--- config.mk ---
export PLATFORM = sky130hd
export DESIGN_NAME = rcr_top
export DESIGN_NICKNAME = d
export VERILOG_FILES = /design/src/rtl/rcr_pkg.sv /design/src/rtl/rcr_mpc_if.sv /design/src/rtl/rcr_mpc.sv /design/src/rtl/rcr_top.sv
export VERILOG_INCLUDE_DIRS = /design/src /design/src/rtl
export SDC_FILE = /design/constraint.sdc
export NUM_CORES = 1
export LEC_CHECK = 0
export BUFFER_PORTS_ARGS = -buffer_cell sky130_fd_sc_hd__buf_2
export CAP_MARGIN = 25
export CORE_MARGIN = 5
export CORE_UTILIZATION = 49
export DETAILED_ROUTE_END_ITERATION = 16
export PLACE_DENSITY_LB_ADDON = 0.25
export SETUP_SLACK_MARGIN = 0.02
export SYNTH_ARGS = -nofsm -noshare
export SYNTH_HDL_FRONTEND = slang
export SYNTH_SLANG_ARGS = --single-unit
--- constraint.sdc ---
create_clock -name CLK -period 2.35 [get_ports CLK]
set_input_delay 0.47 -clock CLK [delete_from_list [all_inputs] [get_ports CLK]]
set_output_delay 0.47 -clock CLK [all_outputs]
set_load 0.005 [all_outputs]
--- src/rtl/rcr_defs.svh ---
// constants of the regulator control register block
`ifndef RCR_DEFS_SVH
`define RCR_DEFS_SVH

`define RCR_ADDR          8'hC9
`define RCR_RESET         8'h00
`define RCR_WR_MASK       8'hBF
`define RCR_BIT_INREG_DIS 7
`define RCR_BIT_BUS_PWR   6
`define RCR_BIT_RSVD_HI   5
`define RCR_BIT_INREG_LP  4
`define RCR_BIT_STOP_CFG  3
`define RCR_BIT_RSVD_LO   2
`define RCR_BIT_CORE_LP   1
`define RCR_BIT_MPC_EN    0
`define RCR_SKIP_CYCLES   5'h14
`define RCR_SKIP_LAST     5'h00
`define RCR_SKIP_STEP     5'h01

`endif

--- src/rtl/rcr_pkg.sv ---
// types of the regulator control register block
package rcr_pkg;

  typedef enum logic [1:0] {
    RCR_MPC_IDLE = 2'h0,
    RCR_MPC_SKIP = 2'h1
  } rcr_mpc_state_e;

  typedef logic [4:0] rcr_skip_cnt_t;

endpackage : rcr_pkg

--- src/rtl/rcr_mpc_if.sv ---
// link between register bank and memory power controller
`timescale 1ns/100ps
`default_nettype none

interface rcr_mpc_if;
  logic enable;
  logic prefetch_on;
  logic fetch;
  logic clk_fast;
  logic ext_clk;
  logic mem_on;
  logic stall;

  modport ctl (
    output enable,
    output prefetch_on,
    output fetch,
    output clk_fast,
    output ext_clk,
    input  mem_on,
    input  stall
  );

  modport mpc (
    input  enable,
    input  prefetch_on,
    input  fetch,
    input  clk_fast,
    input  ext_clk,
    output mem_on,
    output stall
  );
endinterface : rcr_mpc_if

`default_nettype wire

--- src/rtl/rcr_mpc.sv ---
// program memory power controller with clock speed-up skip window
`timescale 1ns/100ps
`default_nettype none
`include "rcr_defs.svh"

module rcr_mpc (
  input wire logic CLK,
  input wire logic RST,
  rcr_mpc_if.mpc   bus
);

  rcr_pkg::rcr_mpc_state_e state_reg;
  rcr_pkg::rcr_skip_cnt_t  cnt_reg;
  logic                    fast_prev_reg;
  logic                    mem_on_reg;
  logic                    stall_reg;
  logic                    active;
  logic                    speed_up;

  // --------------------------------------------------------------
  // gating
  // --------------------------------------------------------------
  assign active   = bus.enable && !bus.prefetch_on;
  assign speed_up = active && bus.ext_clk && bus.clk_fast
                    && !fast_prev_reg;

  always_ff @(posedge CLK)
  begin
    if (RST)
      fast_prev_reg <= 1'b0;
    else
      fast_prev_reg <= bus.clk_fast;
  end

  // --------------------------------------------------------------
  // skip window
  // --------------------------------------------------------------
  always_ff @(posedge CLK)
  begin
    if (RST)
    begin
      state_reg <= rcr_pkg::RCR_MPC_IDLE;
      cnt_reg   <= `RCR_SKIP_LAST;
      stall_reg <= 1'b0;
    end
    else
    begin
      unique case (state_reg)
        rcr_pkg::RCR_MPC_IDLE:
        begin
          if (speed_up)
          begin
            state_reg <= rcr_pkg::RCR_MPC_SKIP;
            cnt_reg   <= `RCR_SKIP_CYCLES - `RCR_SKIP_STEP;
            stall_reg <= 1'b1;
          end
        end
        rcr_pkg::RCR_MPC_SKIP:
        begin
          if (cnt_reg == `RCR_SKIP_LAST)
          begin
            state_reg <= rcr_pkg::RCR_MPC_IDLE;
            stall_reg <= 1'b0;
          end
          else
            cnt_reg <= cnt_reg - `RCR_SKIP_STEP;
        end
        default:
        begin
          state_reg <= rcr_pkg::RCR_MPC_IDLE;
          stall_reg <= 1'b0;
        end
      endcase
    end
  end

  // --------------------------------------------------------------
  // memory power
  // --------------------------------------------------------------
  always_ff @(posedge CLK)
  begin
    if (RST)
      mem_on_reg <= 1'b1;
    else
      mem_on_reg <= !active || bus.fetch || speed_up || stall_reg;
  end

  assign bus.mem_on = mem_on_reg;
  assign bus.stall  = stall_reg;
endmodule : rcr_mpc

`default_nettype wire

--- src/rtl/rcr_top.sv ---
// regulator control register bank on the special function register bus
//
// Behaviour
// Bit 7 written 1 disables the input regulator, 0 keeps it on.
// Bit 6 is read-only and shows the synchronised bus-power level.
// Software writes zero to reserved bits 5 and 2.
// Bit 4 puts the input regulator in low-power suspend mode.
// Bit 3 set shuts the core regulator down in stop state.
// Bit 1 puts the core regulator in low-power mode.
// Software leaves bit 1 clear while the input regulator is off.
// Bit 0 set powers program memory down in cycles without a fetch.
// Bit 0 has no effect while the prefetch engine is on.
// A slow-to-fast external clock change stalls fetch 20 cycles.
// Each bus-power edge gives an interrupt pulse when enabled.
// Software waits 12 instructions before suspending the oscillator.
// Status bit writes are ignored and reset clears every bit.
`timescale 1ns/100ps
`default_nettype none
`include "rcr_defs.svh"

module rcr_top (
  input  wire logic       CLK,
  input  wire logic       RST,
  input  wire logic [7:0] SFR_ADDR,
  input  wire logic       SFR_WR,
  input  wire logic       SFR_RD,
  input  wire logic [7:0] SFR_WDATA,
  output var  logic [7:0] SFR_RDATA,
  input  wire logic       BUS_POWER_PIN,
  input  wire logic       BUS_POWER_IRQ_EN,
  output var  logic       BUS_POWER_IRQ,
  input  wire logic       FETCH,
  input  wire logic       PREFETCH_ON,
  input  wire logic       CLK_FAST,
  input  wire logic       EXT_CLK,
  output var  logic       MEM_POWER_ON,
  output var  logic       FETCH_STALL,
  output var  logic       INPUT_REGULATOR_DISABLE,
  output var  logic       INPUT_REGULATOR_LOW_POWER,
  output var  logic       STOP_STATE_REGULATOR_CONFIG,
  output var  logic       CORE_REGULATOR_LOW_POWER
);

  logic [7:0] ctrl_reg;
  logic [7:0] ctrl_next;
  logic [7:0] rdata_reg;
  logic [7:0] read_value;
  logic       bus_meta_reg;
  logic       bus_sync_reg;
  logic       bus_prev_reg;
  logic       irq_reg;
  logic       hit;
  logic       wr_hit;
  logic       rd_hit;

  rcr_mpc_if mpc_link ();

  // --------------------------------------------------------------
  // decode
  // --------------------------------------------------------------
  assign hit    = (SFR_ADDR == `RCR_ADDR);
  assign wr_hit = SFR_WR && hit;
  assign rd_hit = SFR_RD && hit;

  // --------------------------------------------------------------
  // control storage
  // --------------------------------------------------------------
  // reserved bits are stored as written; only the status bit drops
  assign ctrl_next = SFR_WDATA & `RCR_WR_MASK;

  always_ff @(posedge CLK)
  begin
    if (RST)
      ctrl_reg <= `RCR_RESET;
    else if (wr_hit)
      ctrl_reg <= ctrl_next;
  end

  assign INPUT_REGULATOR_DISABLE     = ctrl_reg[`RCR_BIT_INREG_DIS];
  assign INPUT_REGULATOR_LOW_POWER   = ctrl_reg[`RCR_BIT_INREG_LP];
  assign STOP_STATE_REGULATOR_CONFIG = ctrl_reg[`RCR_BIT_STOP_CFG];
  assign CORE_REGULATOR_LOW_POWER    = ctrl_reg[`RCR_BIT_CORE_LP];

  // --------------------------------------------------------------
  // bus-power level and edge pulse
  // --------------------------------------------------------------
  always_ff @(posedge CLK)
  begin
    if (RST)
    begin
      bus_meta_reg <= 1'b0;
      bus_sync_reg <= 1'b0;
      bus_prev_reg <= 1'b0;
    end
    else
    begin
      bus_meta_reg <= BUS_POWER_PIN;
      bus_sync_reg <= bus_meta_reg;
      bus_prev_reg <= bus_sync_reg;
    end
  end

  // edge sensitive, no pending flag kept
  always_ff @(posedge CLK)
  begin
    if (RST)
      irq_reg <= 1'b0;
    else
      irq_reg <= BUS_POWER_IRQ_EN
                 && (bus_sync_reg != bus_prev_reg);
  end

  assign BUS_POWER_IRQ = irq_reg;

  // --------------------------------------------------------------
  // read path
  // --------------------------------------------------------------
  always_comb
  begin
    read_value                   = ctrl_reg;
    read_value[`RCR_BIT_BUS_PWR] = bus_sync_reg;
  end

  always_ff @(posedge CLK)
  begin
    if (RST)
      rdata_reg <= `RCR_RESET;
    else if (rd_hit)
      rdata_reg <= read_value;
    else
      rdata_reg <= `RCR_RESET;
  end

  assign SFR_RDATA = rdata_reg;

  // --------------------------------------------------------------
  // memory power controller
  // --------------------------------------------------------------
  assign mpc_link.enable      = ctrl_reg[`RCR_BIT_MPC_EN];
  assign mpc_link.prefetch_on = PREFETCH_ON;
  assign mpc_link.fetch       = FETCH;
  assign mpc_link.clk_fast    = CLK_FAST;
  assign mpc_link.ext_clk     = EXT_CLK;

  rcr_mpc u_mpc (
    .CLK (CLK),
    .RST (RST),
    .bus (mpc_link.mpc)
  );

  assign MEM_POWER_ON = mpc_link.mem_on;
  assign FETCH_STALL  = mpc_link.stall;
endmodule : rcr_top

`default_nettype wire

Word level (Yosys, flattened, before mapping)
Index checks and enable logic that the tools add are counted.
{"block": "op_classes", "muxes": 9, "eq_ne": 6, "n_reduce_logical": 19, "n_addsub": 1, "bitwise": 1}
{"operator": "$mux 5", "n": 2}
{"operator": "$pmux 5 s2", "n": 1}
{"operator": "$eq 8x8->1 const B", "n": 1}
{"operator": "$logic_and 1x1->1", "n": 7}
{"operator": "$logic_not 5->1", "n": 1}
{"operator": "$sub 5x1->5 const B", "n": 1}
{"operator": "$mux 2", "n": 2}
{"operator": "$ne 2x1->1 const B", "n": 2}
{"operator": "$pmux 2 s2", "n": 1}
{"operator": "$logic_not 1->1", "n": 3}
{"operator": "$logic_or 1x1->1", "n": 3}
{"operator": "$reduce_and 3->1", "n": 1}
{"operator": "$eq 2x1->1 const B", "n": 1}
{"operator": "$logic_not 2->1", "n": 1}
{"operator": "$mux 1", "n": 2}
{"operator": "$ne 2x2->1 const B", "n": 1}
{"operator": "$pmux 1 s2", "n": 1}
{"operator": "$reduce_and 2->1", "n": 1}
{"operator": "$reduce_bool 2->1", "n": 1}
{"operator": "$reduce_or 2->1", "n": 1}
{"operator": "$ne 1x1->1", "n": 1}
{"operator": "$not 1->1", "n": 1}
{"block": "totals", "inputBits": 26, "register_bits": 29, "out_inout_bits": 15}

Longest topological paths before layout
Gate-level depths: netlist (run 1).
{"block": "logic_depth", "depth_word": 7, "mapped_depth": 6}

By module
From an unflattened synthesis (run 1), not the netlist that was laid out.
{"block": "hier_totals", "hier_cells": 96, "hier_area_um2": 1078.5}
{"module": "rcr_top", "instances": 1, "area_each_um2": 716.9, "cells_per_inst": 60}
{"module": "rcr_mpc", "instances": 1, "area_each_um2": 361.6, "cells_per_inst": 36}

Worst setup path before layout (run 1)
OpenSTA, ideal clock, no wires.
{"block": "synth_timing", "path_kind": "input to register", "from": "input port SFR_ADDR[2]", "to": "register rdata_reg[0], in the netlist SFR_RDATA[0]", "path_stages": 4, "t_arrival_ns": 1.392, "setup_slack_ns": 0.898, "path_buffers": 0, "cell_sequence": "and4bb_2 nand3_1 nor3b_1 and2_1"}
{"block": "synth_via", "elab_chain_cells": 4}
{"item": "from (decl)", "line_no": "rcr_top.sv:24", "rtl": "input wire logic [7:0] SFR_ADDR,"}
{"item": "$eq 8x8->1 (no source line)"}
{"item": "$logic_and 1x1->1", "line_no": "rcr_top.sv:63", "rtl": "assign rd_hit = SFR_RD && hit;"}
{"item": "$not 1->1 (no source line)"}
{"item": "$reduce_or 2->1 (no source line)"}
{"item": "to (signal assigned)", "line_no": "rcr_top.sv:127", "rtl": "rdata_reg <= `RCR_RESET;"}
{"item": "to (signal assigned)", "line_no": "rcr_top.sv:129", "rtl": "rdata_reg <= read_value;"}
{"item": "to (signal assigned)", "line_no": "rcr_top.sv:131", "rtl": "rdata_reg <= `RCR_RESET;"}
{"item": "to (decl)", "line_no": "rcr_top.sv:46", "rtl": "logic [7:0] rdata_reg;"}
No other way between the ends.
A chain may end at the register's enable or synchronous reset.

Worst setup path in the final report (run 1)
{"block": "layout_timing", "from": "register u_mpc.cnt_reg[1]", "to": "register u_mpc.cnt_reg[0]"}
{"block": "layout_via", "elab_chain_cells": 3}
{"item": "from (decl)", "line_no": "rcr_mpc.sv:13", "rtl": "rcr_pkg::rcr_skip_cnt_t cnt_reg;"}
{"item": "from (signal assigned)", "line_no": "rcr_mpc.sv:43", "rtl": "cnt_reg <= `RCR_SKIP_LAST;"}
{"item": "from (signal assigned)", "line_no": "rcr_mpc.sv:54", "rtl": "cnt_reg <= `RCR_SKIP_CYCLES - `RCR_SKIP_STEP;"}
{"item": "from (signal assigned)", "line_no": "rcr_mpc.sv:66", "rtl": "cnt_reg <= cnt_reg - `RCR_SKIP_STEP;"}
{"item": "$logic_not 5->1 (no source line)"}
{"item": "$ne 2x2->1 (no source line)"}
{"item": "$reduce_and 3->1 (no source line)"}
No other way between the ends.

==> results.cfg, run 1 <==
[timing]
finalSetupTns_ns = 0
fmax_mhz = 657
relSlewSlack = 0.735
rsz0062_at_grt = no
fin_crit_ns = 1.52
clock_skew_ns = 0.00420
tightest_slew_ns = 0.396
finalHoldViolCount = 0
holdWs_ns = 0.353
finalCritPeriodShare = 0.647
slew_violations = 0
setup-violations-final = 0
setup_ws_ns = 0.829

[synth]
seq_area_frac_synth = 0.552
synth_edf_count = 0
ys_types = 32
synthTopCellsByArea = dfxtp_1 55%, mux2i_1 8.2%, and2_1 5.1%, nor2_1 3.8%, nor2b_1 2.6%
async_flop_share = 0
syn_area_um2 = 980
synth_area_leader_cell = dfxtp_1
ys_ff_latch = 27
synth_top_area_frac = 0.552
yosys_warnings = 0
syn_inst = 93
avgSynthCellArea_um2 = 10.5
syn_nets = 120
ys.flop_type = dfxtp_1

[clock_network]
hold_buffers = 0
clk_latency_ns = 0.30
cts_tree = yes
path_clk_slew_ns = 0.13
cts_post_setup_buffers_inserted = 0
clockBufferDepth = 2
htreeDepth = 1
ctsRootBufferMaster = clkbuf_4
cts_resized = 0
cts_inserted_buffers = 3
cts_num_sinks = 27

[global_routing]
first_global_vias = 732
grt_max_degree = 22
antenna_found_initial = 0
grt_usage = 0.138
grt_overflow = 0
grt_pass1_wl_um = 2990

[route]
vias_per_cell = 4.69
detail_route.drc_violations = 0
wl_um = 1840
firstDrtPassIters = 4
wire_per_inst_um = 11.3
drtIter0Drc = 11
num_vias = 759
ant_nets = 0

[final_layout]
largest_register_ffs = 8
drive_above_1_share = 0.370
nNetsFinal = 163
syn_to_final_growth_pct = 26.1
stdcell_area_mm2 = 0.00123
diodes = 0

[place]
dpl.hpwl_um = 1440
port_buffers = 39
gp_congestion = 0.711
dpl_cell_area_mm2 = 0.00121
dp_slack_ns = 0.651

[floorplan]
core_area_mm2 = 0.00194
dieArea_mm2 = 0.00299
io_pins = 41
rows = 16
die_y_um = 54.7
start_util = 0.505
die_width_um = 54.7

[setup_path]
crit_required_ns = 2.60
critPathMaxFanout = 4
cp-start-kind = register
reg2reg_depth = 6
cp-end-kind = register
path_class = register to register
worstPathArrival_ns = 1.77

[pwr]
power_density_mw_per_mm2 = 553
peakVddDrop_mv = 0.452
p_leak_nw = 0.600

[run_status]
outcome = completed

[min_path]
min_path_type = input port to register
hold_depth = 3

[run]
maxCapViolations = 0
[power breakdown]
part           switching, W  total [W]  internal [W]
Clock              0.000120   0.000186     0.0000661
Sequential       0.00000125   0.000462      0.000461
Combinational     0.0000140  0.0000342     0.0000202
[metrics by stage]
step,std cells,util,power [W]
4_1_cts,162,0.636,0.000694
6_report,162,0.636,0.000683
3_5_place_dp,158,0.622,0.000507
3_3_place_gp,158,0.622,0.000506
5_1_grt,162,0.636,0.000721
2_1_floorplan,93,-,0.000486
[worst max-delay path, cell delays in order, from the launching register on]
cell	delay [ns]
dfxtp_1	0.34
inv_1	0.09
ha_1	0.18
nand2_2	0.08
or4_4	0.45
a21o_1	0.21
a21oi_2	0.12
[final cells by class]
cell class	count	area, um^2
repair buffers	40	203
multi-input cells	60	417
fillers	177	707
flip-flops and latches	27	541
clock buffers	4	26.3
well taps	27	33.8
inverters	4	15.0
[per-layer routing]
metal,wire length (um),up-vias,track usage
li1,-,405,-
met1,764,335,0.165
met2,926,17,0.238
met3,134,2,0.0381
met4,10,0,0.0373
met5,0,-,0
[kinds of logic after synthesis]
family,after synthesis,synth area share
simple gates,39,0.239
flops,27,0.552
compound gates,11,0.0830
mux,8,0.0817
buf+inv,6,0.0230
xor+xnor,1,0.00894
fa+ha+maj,1,0.0128
[cell usage after synthesis (2+ instances only)]
master / number
nand2_1: 2
dfxtp_1: 27
nor2_1: 10
a21oi_2: 2
inv_1: 4
a21oi_1: 2
clkbuf_1: 2
mux2i_1: 8
nor3b_1: 2
nand3_1: 2
nor2b_1: 4
and2_1: 8
[placed cells by master (no fill, tap or decap), drive strengths merged, types with 2 or more instances in the layout]
master	count
buf	40
dfxtp	27
nor2	10
and2	9
mux2i	8
inv	4
nor2b	4
clkbuf	4
a21oi	4
nand2	3
nand3	2
nor3b	2
[path summary, 6_finish.rpt]
kind                                 startpoint  slack, ns                       endpoint
setup / recovery  u_mpc.cnt_reg[1]$_SDFFE_PP0P_       0.83  u_mpc.cnt_reg[0]$_SDFFE_PP0P_
setup reg to reg  u_mpc.cnt_reg[1]$_SDFFE_PP0P_       0.83  u_mpc.cnt_reg[0]$_SDFFE_PP0P_
hold reg to reg         bus_meta_reg$_SDFF_PP0_       0.46        bus_sync_reg$_SDFF_PP0_
hold / removal                            FETCH       0.35    u_mpc.bus.mem_on$_SDFF_PP1_
No activity file was read; power rests on OpenSTA's default activity.
==> run 2, diff against run 1 <==
--- a/config.mk
+++ b/config.mk
@@ -9,7 +9,7 @@
 export BUFFER_PORTS_ARGS = -buffer_cell sky130_fd_sc_hd__buf_2
 export CAP_MARGIN = 25
 export CORE_MARGIN = 5
-export CORE_UTILIZATION = 49
+export CORE_UTILIZATION = 45
 export DETAILED_ROUTE_END_ITERATION = 16
 export PLACE_DENSITY_LB_ADDON = 0.25
 export SETUP_SLACK_MARGIN = 0.02
==> constraint.sdc (replaced) <==
create_clock -name CLK -period 1.4 [get_ports CLK]
set_input_delay 0.28 -clock CLK [delete_from_list [all_inputs] [get_ports CLK]]
set_output_delay 0.28 -clock CLK [all_outputs]
set_load 0.005 [all_outputs]
==> results.cfg, run 2 (synthesis results as in run 1) <==
[clock_network]
clk_latency_ns = 0.32
cts_tree = yes
cts_num_sinks = 27
cts_inserted_buffers = 3
ctsRootBufferMaster = clkbuf_4
clockBufferDepth = 2
htreeDepth = 1
path_clk_slew_ns = 0.13

[final_layout]
finalNonFillerCells = 171
final_util = 0.652
largest_register_ffs = 8
syn_to_final_growth_pct = 34.6
n_fill_cell = 162
final_common_cell = buf_2
drive_above_1_share = 0.451
diodes = 0
nNetsFinal = 172
mostFrequentLayoutCells = 39 x buf_2, 25 x dfxtp_1, 10 x nor2_1, 10 x buf_4

[setup_path]
crit_chain = inv_2 > ha_4 > nand2_2 > or4_4 > a31o_1 > a21oi_2
slowest_stage = or4_4
cp-start-kind = register
cp-end-kind = register
max_stage_delay_ns = 0.45
path_class = register to register
critPathMaxFanout = 4
worstPathArrival_ns = 1.66
crit_required_ns = 1.65

[timing]
slew_violations = 0
setup-violations-final = 2
holdWs_ns = 0.155
rsz0062_at_grt = yes
setup_ws_ns = -0.00845
finalCritPeriodShare = 1.01
relSlewSlack = 0.778
tightest_slew_ns = 0.333
fin_crit_ns = 1.41
finalHoldViolCount = 0
clock_skew_ns = 0.0142
fmax_mhz = 710

[floorplan]
die_width_um = 56.7
rows = 16
io_pins = 41
dieArea_mm2 = 0.00321
core_area_mm2 = 0.00202
start_util = 0.485
die_y_um = 56.7

[place]
dpl.hpwl_um = 1570
dp.cells = 165
gp_congestion = 0.775
port_buffers = 39

[pwr]
power.internal_w = 0.000919
p_clk_frac = 0.281
p_leak_nw = 0.646
combPwrFrac = 0.054
swShare = 0.213
power_density_mw_per_mm2 = 885
power_frac_seq = 0.665
switching_power_w = 0.000249
peakVddDrop_mv = 0.524

[run_status]
outcome = complete, but fails checks
violations = negative setup slack

[global_routing]
first_global_vias = 847
grt_overflow = 0
grt_max_degree = 16
grt_pass1_wl_um = 3570
grt_usage = 0.136
antenna_found_initial = 0

[route]
highest_layer = met4
vias_per_cell = 4.84
route.layer.met1.wl_um = 816
ant_nets = 0
wl_met3_um = 179
drtIter0Drc = 9
num_vias = 828
wl_met2_um = 1040
wl_um = 2050
detail_route.drc_violations = 0
firstDrtPassIters = 2
wire_per_inst_um = 12.0

[run]
maxCapViolations = 0

[min_path]
min_path_type = input port to register
-- run 2: cell count changes in the layout (fill, tap and decap cells not counted) --
cell      before  now
buf_4          1   10
dfxtp_1       27   25
dfxtp_2        0    2
inv_1          4    2
inv_2          0    2
clkbuf_1       1    0
clkinv_2       0    1
ha_1           1    0
ha_4           0    1
-- run 2: layout make-up --
class | instances | area [um^2] | share of cell area
Clock buffer | 3 | 22.5 | 0.0171
Clock inverter | 1 | 5.00 | 0.00380
Inverter | 4 | 15.0 | 0.0114
Multi-Input combinational cell | 60 | 429 | 0.325
Sequential cell | 27 | 543 | 0.412
Tap cell | 27 | 33.8 | 0.0256
Timing Repair Buffer | 49 | 270 | 0.205
-- run 2: final timing paths --
path	startpoint	to	slack (ns)	depth (start not counted)
worst max-delay path	u_mpc.cnt_reg[1]$_SDFFE_PP0P_	u_mpc.cnt_reg[1]$_SDFFE_PP0P_	-0.008	6
worst min-delay path	FETCH	u_mpc.bus.mem_on$_SDFF_PP1_	0.16	3
worst max register to register	u_mpc.cnt_reg[1]$_SDFFE_PP0P_	u_mpc.cnt_reg[1]$_SDFFE_PP0P_	-0.008	6
worst min register to register	bus_meta_reg$_SDFF_PP0_	bus_sync_reg$_SDFF_PP0_	0.47	1
-- run 2: through the flow --
step | setup TNS (ns) | setup WS, ns | cell area (um^2) | total power (W)
2_1_floorplan | 0 | 0.00425 | 982 | 0.000815
3_3_place_gp | -0.0111 | -0.0111 | 1260 | 0.000855
3_5_place_dp | -0.0508 | -0.0265 | 1260 | 0.000857
4_1_cts | 0 | 0.00289 | 1320 | 0.00118
5_1_grt | -0.155 | -0.0815 | 1320 | 0.00123
6_report | -0.0145 | -0.00845 | 1320 | 0.00117
-- run 2: power groups by stage --
stage / sequential, W / combinational, W / clock (W)
3_3_place_gp: 0.000793 / 0.0000618 / 0
2_1_floorplan: 0.000793 / 0.0000225 / 0
3_5_place_dp: 0.000793 / 0.0000636 / 0
6_report: 0.000776 / 0.0000631 / 0.000328
5_1_grt: 0.000778 / 0.0000700 / 0.000379
4_1_cts: 0.000777 / 0.0000640 / 0.000335
-- run 2: worst max-delay path: cells and delay by family (launching register included) --
family | cells | cell delay, ns
compound gates | 2 | 0.29
fa+ha+maj | 1 | 0.14
buf+inv | 1 | 0.08
flops | 1 | 0.35
simple gates | 2 | 0.50
-- run 2: routing by layer --
layer,global-route usage,vias up
li1,-,418
met3,0.0436,2
met2,0.246,25
met5,0,-
met1,0.150,383
met4,0.0407,0
-- run 2: what timing repair did --
action,in CTS,in global routing
setup endpoints to repair,2,3
hold buffers,0,0
gates resized for setup,3,0
hold endpoints to repair,0,0
pin swaps,1,0
setup buffers,2,0
==> run 3, diff against run 2 <==
==> constraint.sdc (replaced) <==
create_clock -name CLK -period 1.4 [get_ports CLK]
set_input_delay 0.21 -clock CLK [delete_from_list [all_inputs] [get_ports CLK]]
set_output_delay 0.21 -clock CLK [all_outputs]
set_load 0.005 [all_outputs]
==> results.cfg, run 3 (synthesis results as in run 1) <==
[floorplan]
die_width_um = 56.7
dieArea_mm2 = 0.00321
core_area_mm2 = 0.00202
start_util = 0.485
rows = 16
io_pins = 41
die_y_um = 56.7

[clock_network]
clockBufferDepth = 2
path_clk_slew_ns = 0.15
cts_num_sinks = 27
hold_buffers = 0
cts_tree = yes
clk_latency_ns = 0.32
cts_inserted_buffers = 3
ctsRootBufferMaster = clkbuf_4
htreeDepth = 1

[global_routing]
first_global_vias = 867
grt_max_degree = 17
grt_usage = 0.137
grt_overflow = 0
antenna_found_initial = 0
grt_pass1_wl_um = 3520

[timing]
slew_violations = 0
fin_crit_ns = 1.43
finalHoldViolCount = 0
setup_ws_ns = -0.0281
finalSetupTns_ns = -0.0281
tightest_slew_ns = 0.323
rsz0062_at_grt = yes
fmax_mhz = 700
finalCritPeriodShare = 1.02
setup-violations-final = 1
relSlewSlack = 0.784
clock_skew_ns = 0.0164

[place]
dpl_cell_area_mm2 = 0.00126
port_buffers = 39
dpl.hpwl_um = 1580
dp.cells = 164
gp_congestion = 0.803

[route]
wire_per_inst_um = 12.2
drtIter0Drc = 9
wl_um = 2100
ant_nets = 0
detail_route.drc_violations = 0
firstDrtPassIters = 4
num_vias = 839
vias_per_cell = 4.85

[final_layout]
final_common_cell = buf_2
finalNonFillerCells = 173
n_fill_cell = 173
stdcell_area_mm2 = 0.00134
diodes = 0
syn_to_final_growth_pct = 36.4
nNetsFinal = 174
drive_above_1_share = 0.459
mostFrequentLayoutCells = 39 x buf_2, 25 x dfxtp_1, 12 x buf_4
largest_register_ffs = 8

[pwr]
p_leak_nw = 0.650
power_density_mw_per_mm2 = 870
peakVddDrop_mv = 0.605

[setup_path]
crit_chain = inv_2 > ha_4 > nand2_2 > or4_4 > a31o_1 > a21oi_2
reg2reg_depth = 6
cp_top_family = simple AND/OR/NAND/NOR gates
path_depth = 6
crit_required_ns = 1.65
path_buf_inv = 1
slowest_stage = or4_4
cp-start-kind = register
worstPathArrival_ns = 1.68
critPathMaxFanout = 4
cp-end-kind = register
max_stage_delay_ns = 0.45
path_class = register to register

[run_status]
violations = negative setup slack
outcome = complete, but fails checks

[min_path]
hold_depth = 3
min_path_type = input port to register

[run]
maxCapViolations = 0
==> run 3: changes by cell type in the layout (fill, tap and decap cells not counted) <==
cell | before | now
clkinvlp_4 | 0 | 1
clkinv_2 | 1 | 0
buf_4 | 10 | 12
==> run 3: repair_timing <==
action	CTS	global route
pin swaps	3	1
endpoints found under the setup margin	2	2
buffers inserted	3	2
resized for setup	3	0
==> run 3: tightest hold or removal path, stage by stage <==
cell	delay, ns
buf_2	0.08
nor4_1	0.04
nand2_1	0.05
==> run 3: final cells by class <==
type	instances	area [um^2]	area share
multi-input combinational	60	429	0.321
timing repair buffer	51	285	0.213
tap	27	33.8	0.0253
clock inverter	1	7.51	0.00562
inverter	4	15.0	0.0112
clock buffer	3	22.5	0.0169
sequential	27	543	0.406
==> run 3: power breakdown <==
part	leakage [nW]	internal, W	total (W)	switching, W
clock	0.0139	0.000109	0.000323	0.000214
sequential	0.219	0.000774	0.000776	0.00000188
combinational	0.417	0.0000378	0.0000634	0.0000256
==> run 3: worst paths after layout <==
check,startpoint,to,slack [ns]
setup / recovery,u_mpc.cnt_reg[0]$_SDFFE_PP0P_,u_mpc.cnt_reg[1]$_SDFFE_PP0P_,-0.03
hold / removal,FETCH,u_mpc.bus.mem_on$_SDFF_PP1_,0.09
hold reg to reg,bus_meta_reg$_SDFF_PP0_,bus_sync_reg$_SDFF_PP0_,0.46
setup reg to reg,u_mpc.cnt_reg[0]$_SDFFE_PP0P_,u_mpc.cnt_reg[1]$_SDFFE_PP0P_,-0.03
==> run 3: routing by layer <==
layer  GRT usage  wire length, um  up-vias
li1            -                -      424
met3      0.0482              182        2
met4      0.0508               10        0
met5           0                0        -
met2       0.257             1120       25
met1       0.136              790      388
==> run 3: per-stage QoR <==
step           utilization  hold slack [ns]  setup slack, ns  power, W
6_report             0.661           0.0898          -0.0281   0.00116
5_1_grt              0.661           0.0879          -0.0764   0.00123
4_1_cts              0.653           0.0793         -0.00912   0.00118
3_5_place_dp         0.621            0.412          -0.0426  0.000857
3_3_place_gp         0.621            0.409          0.00265  0.000854
2_1_floorplan            -            0.315          0.00425  0.000815
